File: src/rpo_pkg.sv
// Package for the remappable pin output select block: map, reset values, decode.
// Assumes a 32-bit AXI4-Lite register bus with 8 address bits.
`default_nettype none
package rpo_pkg;
   localparam int          NUM_PINS  = 4;
   localparam int          CODE_W    = 5;
   localparam int          NUM_FUNC  = 32;
   localparam int          ADDR_W    = 8;
   // Byte offsets
   localparam logic [7:0]  OFS_OSEL_A = 8'h00;
   localparam logic [7:0]  OFS_OSEL_B = 8'h04;
   localparam logic [7:0]  OFS_ANSEL  = 8'h08;
   localparam logic [7:0]  OFS_DIR    = 8'h0C;
   localparam logic [7:0]  OFS_LAT    = 8'h10;
   localparam logic [7:0]  OFS_PORT   = 8'h14;
   localparam logic [7:0]  OFS_PU     = 8'h18;
   localparam logic [7:0]  OFS_PD     = 8'h1C;
   // Field positions in the output-select registers
   localparam int          LO_FIELD_LSB = 0;
   localparam int          HI_FIELD_LSB = 8;
   // Reset values and bus response codes
   localparam logic [4:0]  CODE_RST     = 5'h00;
   localparam logic [3:0]  ANSEL_DEF    = 4'hF;
   localparam logic [3:0]  DIR_RST      = 4'hF;
   localparam logic [3:0]  LAT_RST      = 4'h0;
   localparam logic [3:0]  PULL_RST     = 4'h0;
   localparam logic [1:0]  RESP_OKAY    = 2'h0;
   localparam logic [1:0]  RESP_SLVERR  = 2'h2;

   typedef enum logic [3:0] {
      IDX_OSEL_A, IDX_OSEL_B, IDX_ANSEL, IDX_DIR, IDX_LAT, IDX_PORT, IDX_PU, IDX_PD, IDX_NONE
   } rpo_idx_t;

   function automatic rpo_idx_t rpo_decode(input logic [7:0] addr);
      logic [7:0] a;
      a = {addr[7:2], 2'h0};
      case (a)
         OFS_OSEL_A: rpo_decode = IDX_OSEL_A;
         OFS_OSEL_B: rpo_decode = IDX_OSEL_B;
         OFS_ANSEL:  rpo_decode = IDX_ANSEL;
         OFS_DIR:    rpo_decode = IDX_DIR;
         OFS_LAT:    rpo_decode = IDX_LAT;
         OFS_PORT:   rpo_decode = IDX_PORT;
         OFS_PU:     rpo_decode = IDX_PU;
         OFS_PD:     rpo_decode = IDX_PD;
         default:    rpo_decode = IDX_NONE;
      endcase
   endfunction
endpackage
`default_nettype wire

File: src/rpo_sync2.sv
// Two-flop synchroniser for pin levels.
// Assumes inputs are asynchronous to clk; first stage is read only by the second.
`timescale 1ns/100ps
`default_nettype none
module rpo_sync2 #(
   parameter int W = 4
) (
   // Clock and control
   input  wire logic          clk,
   input  wire logic          rst_n,
   input  wire logic          ce,
   // Data
   input  wire logic [W-1:0]  d,
   output logic      [W-1:0]  q
);
   logic [W-1:0] meta_q;
   logic [W-1:0] sync_q;

   always_ff @(posedge clk) begin
      if (!rst_n) begin
         meta_q <= '0;
         sync_q <= '0;
      end else if (ce) begin
         meta_q <= d;
         sync_q <= meta_q;
      end
   end

   assign q = sync_q;
endmodule // rpo_sync2
`default_nettype wire

File: src/rpo_pin_sel.sv
// Per-pin output function selection with fixed priority.
// Assumes all function sources are on the system clock.
`timescale 1ns/100ps
`default_nettype none
module rpo_pin_sel (
   // Function sources
   input  wire logic                          ded_en,
   input  wire logic                          ded_out,
   input  wire logic [rpo_pkg::CODE_W-1:0]    func_code,
   input  wire logic [rpo_pkg::NUM_FUNC-1:0]  periph_out,
   input  wire logic                          latch,
   input  wire logic                          dir,
   // Selection result
   output logic                               pin_out,
   output logic                               pin_oe,
   output logic                               remap_val,
   output logic                               gpio_only
);
   logic remap_on;

   // Code zero means no remapped function
   assign remap_on  = |func_code;
   assign remap_val = periph_out[func_code];
   assign gpio_only = ~ded_en & ~remap_on;
   // One source only: dedicated, then remapped, then latch
   assign pin_out   = ded_en ? ded_out : (remap_on ? remap_val : latch);
   // Active peripheral output overrides the direction bit
   assign pin_oe    = ded_en | remap_on | ~dir;
endmodule // rpo_pin_sel
`default_nettype wire

File: src/rpo_pin_output_select.sv
// Remappable pin output select for pins 12 to 15, with analog, pull and GPIO control.
// Assumes an AXI4-Lite master on CLK_SYS and pins that are asynchronous to it.
// Behaviour
// - pin 13 takes function from select bits 12:8
// - pin 12 from bits 4:0; 7:5 read zero
// - shared analog pins start analog after reset
// - analog pin disables its digital input buffer
// - analog pin reads zero in port and latch
// - writing analog bit zero enables digital input
// - direction zero still drives output when analog
// - functions ranked in fixed naming-order priority
// - higher-priority function disables all lower ones
// - dedicated above remappable; GPIO lowest of all
// - per-pin weak pull-up and pull-down enables
// - only one output function drives a pin
// - peripheral output overrides the direction bit
// - many input functions may share one pin
//
// The implementer's own choices: the AXI4-Lite register port and the placing of the registers.
`timescale 1ns/100ps
`default_nettype none
module rpo_pin_output_select #(
   parameter logic [3:0] ANALOG_PINS = rpo_pkg::ANSEL_DEF
) (
   // Clock, reset, enable
   input  wire logic                          CLK_SYS,
   input  wire logic                          RSTN,
   input  wire logic                          CE,
   // AXI4-Lite write address
   input  wire logic                          AWVALID,
   output logic                               AWREADY,
   input  wire logic [rpo_pkg::ADDR_W-1:0]    AWADDR,
   input  wire logic [2:0]                    AWPROT,
   // AXI4-Lite write data
   input  wire logic                          WVALID,
   output logic                               WREADY,
   input  wire logic [31:0]                   WDATA,
   input  wire logic [3:0]                    WSTRB,
   // AXI4-Lite write response
   output logic                               BVALID,
   input  wire logic                          BREADY,
   output logic      [1:0]                    BRESP,
   // AXI4-Lite read address
   input  wire logic                          ARVALID,
   output logic                               ARREADY,
   input  wire logic [rpo_pkg::ADDR_W-1:0]    ARADDR,
   input  wire logic [2:0]                    ARPROT,
   // AXI4-Lite read data
   output logic                               RVALID,
   input  wire logic                          RREADY,
   output logic      [31:0]                   RDATA,
   output logic      [1:0]                    RRESP,
   // On-chip function sources
   input  wire logic [rpo_pkg::NUM_FUNC-1:0]  PERIPH_OUT,
   input  wire logic [rpo_pkg::NUM_PINS-1:0]  DED_OUT_EN,
   input  wire logic [rpo_pkg::NUM_PINS-1:0]  DED_OUT,
   // Digital input to peripherals
   output logic      [rpo_pkg::NUM_PINS-1:0]  DIG_IN,
   // Pins
   input  wire logic [rpo_pkg::NUM_PINS-1:0]  PIN_IN,
   output logic      [rpo_pkg::NUM_PINS-1:0]  PIN_OUT,
   output logic      [rpo_pkg::NUM_PINS-1:0]  PIN_OE,
   output logic      [rpo_pkg::NUM_PINS-1:0]  PIN_PU_EN,
   output logic      [rpo_pkg::NUM_PINS-1:0]  PIN_PD_EN,
   output logic      [rpo_pkg::NUM_PINS-1:0]  PIN_ANALOG_EN
);
   localparam int NP = rpo_pkg::NUM_PINS;

   // Register state
   logic [rpo_pkg::CODE_W-1:0] sel_q [NP];
   logic [NP-1:0]              ana_q;
   logic [NP-1:0]              dir_q;
   logic [NP-1:0]              lat_q;
   logic [NP-1:0]              pu_q;
   logic [NP-1:0]              pd_q;
   // Pin-side state
   logic [NP-1:0]              pin_out_q;
   logic [NP-1:0]              pin_oe_q;
   logic [NP-1:0]              dig_in_q;
   logic [NP-1:0]              pin_s;
   // Bus state
   logic                       aw_got_q;
   logic                       w_got_q;
   logic [rpo_pkg::ADDR_W-1:0] awaddr_q;
   logic [31:0]                wdata_q;
   logic [3:0]                 wstrb_q;
   logic                       bvalid_q;
   logic [1:0]                 bresp_q;
   logic                       rvalid_q;
   logic [31:0]                rdata_q;
   logic [1:0]                 rresp_q;
   // Selection results
   logic [NP-1:0]              mux_out;
   logic [NP-1:0]              mux_oe;
   logic [NP-1:0]              remap_val;
   logic [NP-1:0]              gpio_mask;

   // Pins cross into CLK_SYS through two flops
   rpo_sync2 #(.W(NP)) u_sync (
      .clk   (CLK_SYS),
      .rst_n (RSTN),
      .ce    (CE),
      .d     (PIN_IN),
      .q     (pin_s)
   );

   genvar g;
   generate
      for (g = 0; g < NP; g++) begin : g_pin
         rpo_pin_sel u_sel (
            .ded_en     (DED_OUT_EN[g]),
            .ded_out    (DED_OUT[g]),
            .func_code  (sel_q[g]),
            .periph_out (PERIPH_OUT),
            .latch      (lat_q[g]),
            .dir        (dir_q[g]),
            .pin_out    (mux_out[g]),
            .pin_oe     (mux_oe[g]),
            .remap_val  (remap_val[g]),
            .gpio_only  (gpio_mask[g])
         );
      end
   endgenerate

   // Handshake and write decode
   wire                   aw_hs   = AWVALID & AWREADY;
   wire                   w_hs    = WVALID & WREADY;
   wire                   ar_hs   = ARVALID & ARREADY;
   wire                   wr_do   = CE & aw_got_q & w_got_q & ~bvalid_q;
   wire rpo_pkg::rpo_idx_t wr_idx = rpo_pkg::rpo_decode(awaddr_q);
   wire rpo_pkg::rpo_idx_t rd_idx = rpo_pkg::rpo_decode(ARADDR);
   wire [7:0]             wb0     = wstrb_q[0] ? wdata_q[7:0] : 8'h00;
   wire [7:0]             wb1     = wstrb_q[1] ? wdata_q[15:8] : 8'h00;
   wire                   wr_lo   = wr_do & wstrb_q[0];
   wire                   wr_hi   = wr_do & wstrb_q[1];
   wire                   wr_err  = (wr_idx == rpo_pkg::IDX_NONE);

   // Ready only while CE runs, so no handshake is lost in a freeze
   assign AWREADY = CE & ~aw_got_q & ~bvalid_q;
   assign WREADY  = CE & ~w_got_q & ~bvalid_q;
   assign ARREADY = CE & ~rvalid_q;
   assign BVALID  = bvalid_q;
   assign BRESP   = bresp_q;
   assign RVALID  = rvalid_q;
   assign RDATA   = rdata_q;
   assign RRESP   = rresp_q;

   always_ff @(posedge CLK_SYS) begin
      if (!RSTN) begin
         aw_got_q <= 1'b0;
         awaddr_q <= 8'h00;
      end else if (CE) begin
         if (aw_hs) begin
            aw_got_q <= 1'b1;
            awaddr_q <= AWADDR;
         end else if (wr_do) begin
            aw_got_q <= 1'b0;
         end
      end
   end

   always_ff @(posedge CLK_SYS) begin
      if (!RSTN) begin
         w_got_q <= 1'b0;
         wdata_q <= 32'h0000_0000;
         wstrb_q <= 4'h0;
      end else if (CE) begin
         if (w_hs) begin
            w_got_q <= 1'b1;
            wdata_q <= WDATA;
            wstrb_q <= WSTRB;
         end else if (wr_do) begin
            w_got_q <= 1'b0;
         end
      end
   end

   always_ff @(posedge CLK_SYS) begin
      if (!RSTN) begin
         bvalid_q <= 1'b0;
         bresp_q  <= rpo_pkg::RESP_OKAY;
      end else if (CE) begin
         if (wr_do) begin
            bvalid_q <= 1'b1;
            bresp_q  <= wr_err ? rpo_pkg::RESP_SLVERR : rpo_pkg::RESP_OKAY;
         end else if (BREADY) begin
            bvalid_q <= 1'b0;
         end
      end
   end

   // Output-select fields; reserved bits are never stored
   always_ff @(posedge CLK_SYS) begin
      if (!RSTN) begin
         for (int i = 0; i < NP; i++) begin
            sel_q[i] <= rpo_pkg::CODE_RST;
         end
      end else begin
         if (wr_lo && wr_idx == rpo_pkg::IDX_OSEL_A) sel_q[0] <= wb0[4:0];
         if (wr_hi && wr_idx == rpo_pkg::IDX_OSEL_A) sel_q[1] <= wb1[4:0];
         if (wr_lo && wr_idx == rpo_pkg::IDX_OSEL_B) sel_q[2] <= wb0[4:0];
         if (wr_hi && wr_idx == rpo_pkg::IDX_OSEL_B) sel_q[3] <= wb1[4:0];
      end
   end

   // Control registers; analog bits exist only on shared pins
   always_ff @(posedge CLK_SYS) begin
      if (!RSTN) begin
         ana_q <= ANALOG_PINS;
         dir_q <= rpo_pkg::DIR_RST;
         lat_q <= rpo_pkg::LAT_RST;
         pu_q  <= rpo_pkg::PULL_RST;
         pd_q  <= rpo_pkg::PULL_RST;
      end else if (wr_lo) begin
         if (wr_idx == rpo_pkg::IDX_ANSEL) ana_q <= wb0[3:0] & ANALOG_PINS;
         if (wr_idx == rpo_pkg::IDX_DIR) dir_q <= wb0[3:0];
         if (wr_idx == rpo_pkg::IDX_LAT || wr_idx == rpo_pkg::IDX_PORT) lat_q <= wb0[3:0];
         if (wr_idx == rpo_pkg::IDX_PU) pu_q <= wb0[3:0];
         if (wr_idx == rpo_pkg::IDX_PD) pd_q <= wb0[3:0];
      end
   end

   // Read mux; analog pins read zero in port and latch
   wire [31:0] rd_data =
      (rd_idx == rpo_pkg::IDX_OSEL_A) ? {16'h0000, 3'h0, sel_q[1], 3'h0, sel_q[0]} :
      (rd_idx == rpo_pkg::IDX_OSEL_B) ? {16'h0000, 3'h0, sel_q[3], 3'h0, sel_q[2]} :
      (rd_idx == rpo_pkg::IDX_ANSEL)  ? {28'h0000000, ana_q} :
      (rd_idx == rpo_pkg::IDX_DIR)    ? {28'h0000000, dir_q} :
      (rd_idx == rpo_pkg::IDX_LAT)    ? {28'h0000000, lat_q & ~ana_q} :
      (rd_idx == rpo_pkg::IDX_PORT)   ? {28'h0000000, pin_s & ~ana_q} :
      (rd_idx == rpo_pkg::IDX_PU)     ? {28'h0000000, pu_q} :
      (rd_idx == rpo_pkg::IDX_PD)     ? {28'h0000000, pd_q} : 32'h0000_0000;

   always_ff @(posedge CLK_SYS) begin
      if (!RSTN) begin
         rvalid_q <= 1'b0;
         rdata_q  <= 32'h0000_0000;
         rresp_q  <= rpo_pkg::RESP_OKAY;
      end else if (CE) begin
         if (ar_hs) begin
            rvalid_q <= 1'b1;
            rdata_q  <= rd_data;
            rresp_q  <= (rd_idx == rpo_pkg::IDX_NONE) ? rpo_pkg::RESP_SLVERR : rpo_pkg::RESP_OKAY;
         end else if (RREADY) begin
            rvalid_q <= 1'b0;
         end
      end
   end

   // Pin drive and digital input; digital output still allowed on analog pins
   always_ff @(posedge CLK_SYS) begin
      if (!RSTN) begin
         pin_out_q <= rpo_pkg::LAT_RST;
         pin_oe_q  <= 4'h0;
         dig_in_q  <= 4'h0;
      end else if (CE) begin
         pin_out_q <= mux_out;
         pin_oe_q  <= mux_oe;
         dig_in_q  <= pin_s & ~ana_q;
      end
   end

   assign PIN_OUT       = pin_out_q;
   assign PIN_OE        = pin_oe_q;
   assign DIG_IN        = dig_in_q;
   assign PIN_PU_EN     = pu_q;
   assign PIN_PD_EN     = pd_q;
   assign PIN_ANALOG_EN = ana_q;

   // Checks
   AST_PIN13_ROUTE: assert property (@(posedge CLK_SYS) disable iff (!RSTN)
      CE && !DED_OUT_EN[1] && sel_q[1] != 5'h00 |=> PIN_OE[1] && PIN_OUT[1] == $past(remap_val[1]))
      else $error("pin 13 not driven by its selected function");
   AST_PIN12_ROUTE: assert property (@(posedge CLK_SYS) disable iff (!RSTN)
      CE && !DED_OUT_EN[0] && sel_q[0] != 5'h00 |=> PIN_OE[0] && PIN_OUT[0] == $past(PERIPH_OUT[sel_q[0]]))
      else $error("pin 12 not driven by its selected function");
   AST_PIN15_ROUTE: assert property (@(posedge CLK_SYS) disable iff (!RSTN)
      CE && !DED_OUT_EN[3] && sel_q[3] != 5'h00 |=> PIN_OE[3] && PIN_OUT[3] == $past(PERIPH_OUT[sel_q[3]]))
      else $error("pin 15 not driven by its selected function");
   AST_PIN14_ROUTE: assert property (@(posedge CLK_SYS) disable iff (!RSTN)
      CE && !DED_OUT_EN[2] && sel_q[2] != 5'h00 |=> PIN_OE[2] && PIN_OUT[2] == $past(PERIPH_OUT[sel_q[2]]))
      else $error("pin 14 not driven by its selected function");
   AST_ANALOG_AFTER_RESET: assert property (@(posedge CLK_SYS) disable iff (!RSTN)
      !$past(RSTN) |-> PIN_ANALOG_EN == ANALOG_PINS && PIN_OE == 4'h0)
      else $error("shared pins not analog after reset");
   AST_DIGIN_GATED: assert property (@(posedge CLK_SYS) disable iff (!RSTN)
      CE |=> (DIG_IN & $past(ana_q)) == 4'h0)
      else $error("digital input seen on an analog pin");
   AST_READ_ZERO: assert property (@(posedge CLK_SYS) disable iff (!RSTN)
      ar_hs && (rd_idx == rpo_pkg::IDX_PORT || rd_idx == rpo_pkg::IDX_LAT)
      |=> RVALID && (RDATA[3:0] & $past(ana_q)) == 4'h0)
      else $error("analog pin read non-zero");
   AST_DIGIN_FOLLOWS: assert property (@(posedge CLK_SYS) disable iff (!RSTN)
      CE |=> ((DIG_IN ^ $past(pin_s)) & ~$past(ana_q)) == 4'h0)
      else $error("digital pin input not passed on");
   AST_GPIO_FALLBACK: assert property (@(posedge CLK_SYS) disable iff (!RSTN)
      CE |=> ((PIN_OE ^ ~$past(dir_q)) & $past(gpio_mask)) == 4'h0
             && ((PIN_OUT ^ $past(lat_q)) & $past(gpio_mask)) == 4'h0)
      else $error("unselected pin not under general I/O");
   AST_DED_WINS: assert property (@(posedge CLK_SYS) disable iff (!RSTN)
      CE |=> (PIN_OE & $past(DED_OUT_EN)) == $past(DED_OUT_EN)
             && ((PIN_OUT ^ $past(DED_OUT)) & $past(DED_OUT_EN)) == 4'h0)
      else $error("dedicated output did not take the pin");
   AST_ANALOG_DRIVE: assert property (@(posedge CLK_SYS) disable iff (!RSTN)
      CE && ana_q[0] && !dir_q[0] |=> PIN_OE[0])
      else $error("output dropped on analog pin");
   AST_RESERVED_ZERO: assert property (@(posedge CLK_SYS) disable iff (!RSTN)
      RVALID |-> RDATA[31:13] == 19'h00000 && RDATA[7:5] == 3'h0)
      else $error("reserved read bits not zero");
   AST_BRESP_PAIR: assert property (@(posedge CLK_SYS) disable iff (!RSTN)
      CE && aw_got_q && w_got_q && !bvalid_q |=> BVALID ##0 !AWREADY && !WREADY)
      else $error("write response not given after both channels");

   // Register writes land on the edge that raises the response
   AST_PU_WRITE: assert property (@(posedge CLK_SYS) disable iff (!RSTN)
      wr_lo && wr_idx == rpo_pkg::IDX_PU |=> PIN_PU_EN == $past(wb0[3:0]))
      else $error("pull-up enables not written");
   AST_PD_WRITE: assert property (@(posedge CLK_SYS) disable iff (!RSTN)
      wr_lo && wr_idx == rpo_pkg::IDX_PD |=> PIN_PD_EN == $past(wb0[3:0]))
      else $error("pull-down enables not written");
   AST_ANSEL_WRITE: assert property (@(posedge CLK_SYS) disable iff (!RSTN)
      wr_lo && wr_idx == rpo_pkg::IDX_ANSEL |=> PIN_ANALOG_EN == ($past(wb0[3:0]) & ANALOG_PINS))
      else $error("analog select not written");
   AST_PIN14_WRITE: assert property (@(posedge CLK_SYS) disable iff (!RSTN)
      wr_lo && wr_idx == rpo_pkg::IDX_OSEL_B |=> sel_q[2] == $past(wb0[4:0]))
      else $error("pin 14 code not written");
   AST_SEL_RESET: assert property (@(posedge CLK_SYS) disable iff (!RSTN)
      !$past(RSTN) |-> {sel_q[3], sel_q[2], sel_q[1], sel_q[0]} == 20'h00000)
      else $error("select codes not zero after reset");
   AST_DIGIN_RESET: assert property (@(posedge CLK_SYS) disable iff (!RSTN)
      !$past(RSTN) |-> DIG_IN == 4'h0 && !BVALID && !RVALID)
      else $error("outputs not idle after reset");
   AST_RDATA_HOLD: assert property (@(posedge CLK_SYS) disable iff (!RSTN)
      RVALID && !RREADY |=> RVALID && $stable(RDATA) && $stable(RRESP))
      else $error("read answer dropped before taken");
   AST_BRESP_HOLD: assert property (@(posedge CLK_SYS) disable iff (!RSTN)
      BVALID && !BREADY |=> BVALID && $stable(BRESP))
      else $error("write answer dropped before taken");

   COV_REMAP:   cover property (@(posedge CLK_SYS) disable iff (!RSTN) CE && sel_q[1] != 5'h00 ##1 PIN_OE[1]);
   COV_DED:     cover property (@(posedge CLK_SYS) disable iff (!RSTN) CE && DED_OUT_EN[0] && sel_q[0] != 5'h00);
   COV_DIGITAL: cover property (@(posedge CLK_SYS) disable iff (!RSTN) $fell(ana_q[2]));
   COV_RD_PORT: cover property (@(posedge CLK_SYS) disable iff (!RSTN) ar_hs && rd_idx == rpo_pkg::IDX_PORT);
   COV_ANA_OUT: cover property (@(posedge CLK_SYS) disable iff (!RSTN) CE && ana_q[0] && !dir_q[0]);
endmodule // rpo_pin_output_select
`default_nettype wire

File: config.mk
export PLATFORM = sky130hd
export DESIGN_NAME = rpo_pin_output_select
export DESIGN_NICKNAME = d
export VERILOG_FILES = /design/src/rpo_pkg.sv /design/src/rpo_sync2.sv /design/src/rpo_pin_sel.sv /design/src/rpo_pin_output_select.sv
export SDC_FILE = /design/constraint.sdc
export NUM_CORES = 1
export LEC_CHECK = 0
export ABC_AREA = 1
export BUFFER_PORTS_ARGS = -buffer_cell sky130_fd_sc_hd__buf_4
export CORE_MARGIN = 4
export CORE_UTILIZATION = 52
export DETAILED_ROUTE_END_ITERATION = 6
export PLACE_DENSITY = 0.78
export SYNTH_ARGS = -nofsm -noshare
export SYNTH_HDL_FRONTEND = slang
export SYNTH_SLANG_ARGS = --single-unit
export TNS_END_PERCENT = 10
File: constraint.sdc
create_clock -name CLK_SYS -period 2.21 [get_ports CLK_SYS]
set_clock_uncertainty 0.15 [all_clocks]
set_input_delay 0.1105 -clock CLK_SYS [delete_from_list [all_inputs] [get_ports CLK_SYS]]
set_output_delay 0.1105 -clock CLK_SYS [all_outputs]
set_load 0.02 [all_outputs]
==> reports/results.ini <==
[outcome]
status = completed

[worst_setup_path]
critical_path.top_delay_family = simple AND/OR/NAND/NOR gates
critical_path_class = flop to flop
cp.depth = 12
crit_path_end_kind = flop
crit_buf_inv = 1
startpoint_type = flop
critPathMaxFanout = 13
max_stage_delay_ns = 0.47
arrival_ns = 1.96
cp_common_cell = nand2_1
r2r_cells = 12
worstPathCellList = inv_1 > or2_2 > nand2_1 > nand2_1 > nand3_1 > nand3_1 > nand2_1 > nand2_1 > nand2_1 > nand2_1 > nand2_1 > a21oi_1
cp.required_ns = 2.30
slowest_stage = edfxtp_1

[clocking]
numCtsBuffers = 9
clock_path_buffers = 2
clock_sinks = 97
h-tree-depth = 3
clk_latency_ns = 0.37
clock-root-buffer = clkbuf_8
path_clk_slew_ns = 0.11
cts_tree = yes

[layout]
fin_area_um2 = 7060
synthToLayoutAreaGrowth_pct = 24.7
drive_gt1_frac = 0.179
diodes = 0
multi_input_area_um2 = 2950
fillers = 938
nets = 1102
stdcell_count = 1133
final-seq-area_um2 = 2140

[sta]
hold_viol = 0
rsz0062_at_grt = no
fin_setup_tns_ns = 0
fmax_mhz = 537
drv_slew = 0
period_minus_slack_ns = 1.86
timing.final.ws_setup_ns = 0.348
slew_headroom = 0.594
worst_slew_pin_slew_ns = 0.604
finalCritPeriodShare = 0.843
finalSetupViolations = 0

[die]
core_um2 = 10500
die_area_um2 = 12600
chipHeight_um = 112
start_util = 0.542
die_width_um = 112
rows = 37
ios = 175

[synthesis]
avgSynthCellArea_um2 = 6.63
synth_cells = 855
synth.yosys.seq_area_share = 0.378
synthSimpleGateAreaFrac = 0.375
ys_ff_latch = 97
ys_types = 32
ys.flop_type = dfxtp_1
yosys_warnings = 0
synth_edf_count = 20
synth_top_family_by_area = simple AND/OR/NAND/NOR gates
async_flop_share = 0
synthAdderAreaFrac = 0
synth_area_um2 = 5670
yosys.area_share.xor_xnor = 0
synth.area.mux_share = 0
synth_compound_area_frac = 0.129

[power]
p_leak_nw = 3.31
irDropWorstVdd_v = 0.000458
power_density_nw_per_um2 = 535

[grt]
grt_max_degree = 48
grt_pass1_vias = 5332
grt_overflow_total = 0
grt_usage = 0.252
antenna_found_initial = 0
grt_pass1_wl_mm = 26.1

[placement]
dp_hpwl_mm = 12.1
gp_congestion = 0.974
dp.cells = 1085
place_area_um2 = 6560
pre_cts_ws_ns = 0.342
port_buffers = 116

[drt]
wire_per_inst_um = 14.5
viasPerCell = 5.33
vias = 6043
firstDrtPassIters = 6
routed_wl_mm = 16.4
ant_nets = 0
drc_errors = 0
dr.first_iter.drc_count = 771

[hold_path]
hold_depth = 3
hold_path_class = primary input to flop

[run]
maxCapViolations = 0

cells in the final DEF, fill, tap and decap left out, types with 9 or more instances in the layout:
master           n
a21oi_1         64
buf_4          131
clkbuf_8         9
conb_1          24
dfxtp_1         77
dlygate4sd3_1   32
edfxtp_1        20
inv_1           74
nand2_1        238
nand3_1         97
nor2_1          82
nor3_1          26
o211ai_1         9
o21ai_0         53
kinds of logic (layout without fill, tap and decap cells):
logic type,Yosys count,after routing
and+or+nand+nor,475,475
buffers and inverters,143,262
AOI/OAI and AO/OA,139,139
DFF,97,97
other,1,24
registers in the layout, indices dropped and copies added (netlist names), 6 cells and up, named ones only:
signal    count
wdata_q      10
awaddr_q      6
sel_q        20
RDATA        10
power by group:
group / internal (mW) / total (mW) / switching [mW]
sequential: 1.88 / 1.93 / 0.0524
combinational: 0.304 / 0.756 / 0.452
clock: 0.432 / 1.09 / 0.655
total: 2.62 / 3.78 / 1.16
cell usage after synthesis (13+ instances only):
cell type / number / area (um^2)
dfxtp_1: 77 / 1540
nor3_1: 26 / 130
inv_1: 74 / 278
nand3_1: 97 / 485
a21oi_1: 64 / 320
nand2_1: 238 / 893
buf_2: 13 / 65.1
edfxtp_1: 20 / 601
nor2_1: 82 / 308
o21ai_0: 53 / 265
buf_4: 28 / 210
clkbuf_1: 19 / 71.3
layer usage:
metal,vias up,global-route usage,wire length (um)
li1,3032,-,-
met2,319,0.402,7500
met3,42,0.0415,1390
met4,0,0.108,573
met1,2650,0.339,6910
met5,-,0,0
per-stage QoR:
step | power (mW) | util | hold WS, ns
2_1_floorplan | 2.42 | - | 0.0864
3_3_place_gp | 2.66 | 0.627 | 0.184
3_5_place_dp | 2.67 | 0.627 | 0.190
4_1_cts | 3.78 | 0.675 | 0.00228
5_1_grt | 3.95 | 0.675 | 0.0297
6_report | 3.78 | 0.675 | 0.0136
what timing repair did:
action | in CTS | in global routing
buffers inserted | 0 | 0
resized for setup | 0 | 0
hold endpoints to repair | 35 | 0
hold buffers | 32 | 0
area by class of cell:
type | count | area share
Clock buffer | 9 | 0.0175
Clock inverter | 7 | 0.00850
Inverter | 83 | 0.0450
Multi-Input combinational cell | 638 | 0.417
Sequential cell | 97 | 0.303
Tap cell | 136 | 0.0241
Timing Repair Buffer | 163 | 0.185
worst register-to-register path, cell delays in order, from the launching register on:
cell and delay (ns):
edfxtp_1 0.47, inv_1 0.23, or2_2 0.33, nand2_1 0.06
nand2_1 0.05, nand3_1 0.06, nand3_1 0.07, nand2_1 0.07
nand2_1 0.06, nand2_1 0.05, nand2_1 0.05, nand2_1 0.05
a21oi_1 0.05
path summary, 6_finish.rpt:
kind	from	to	slack, ns
setup reg to reg	sel_q[2][0]	PIN_OUT[2]	0.35
setup / recovery	sel_q[2][0]	PIN_OUT[2]	0.35
hold reg to reg	u_sync.q[3]	u_sync.q[3]	0.31
hold / removal	AWVALID	aw_got_q	0.01
Power figures use the tool's default switching activity.
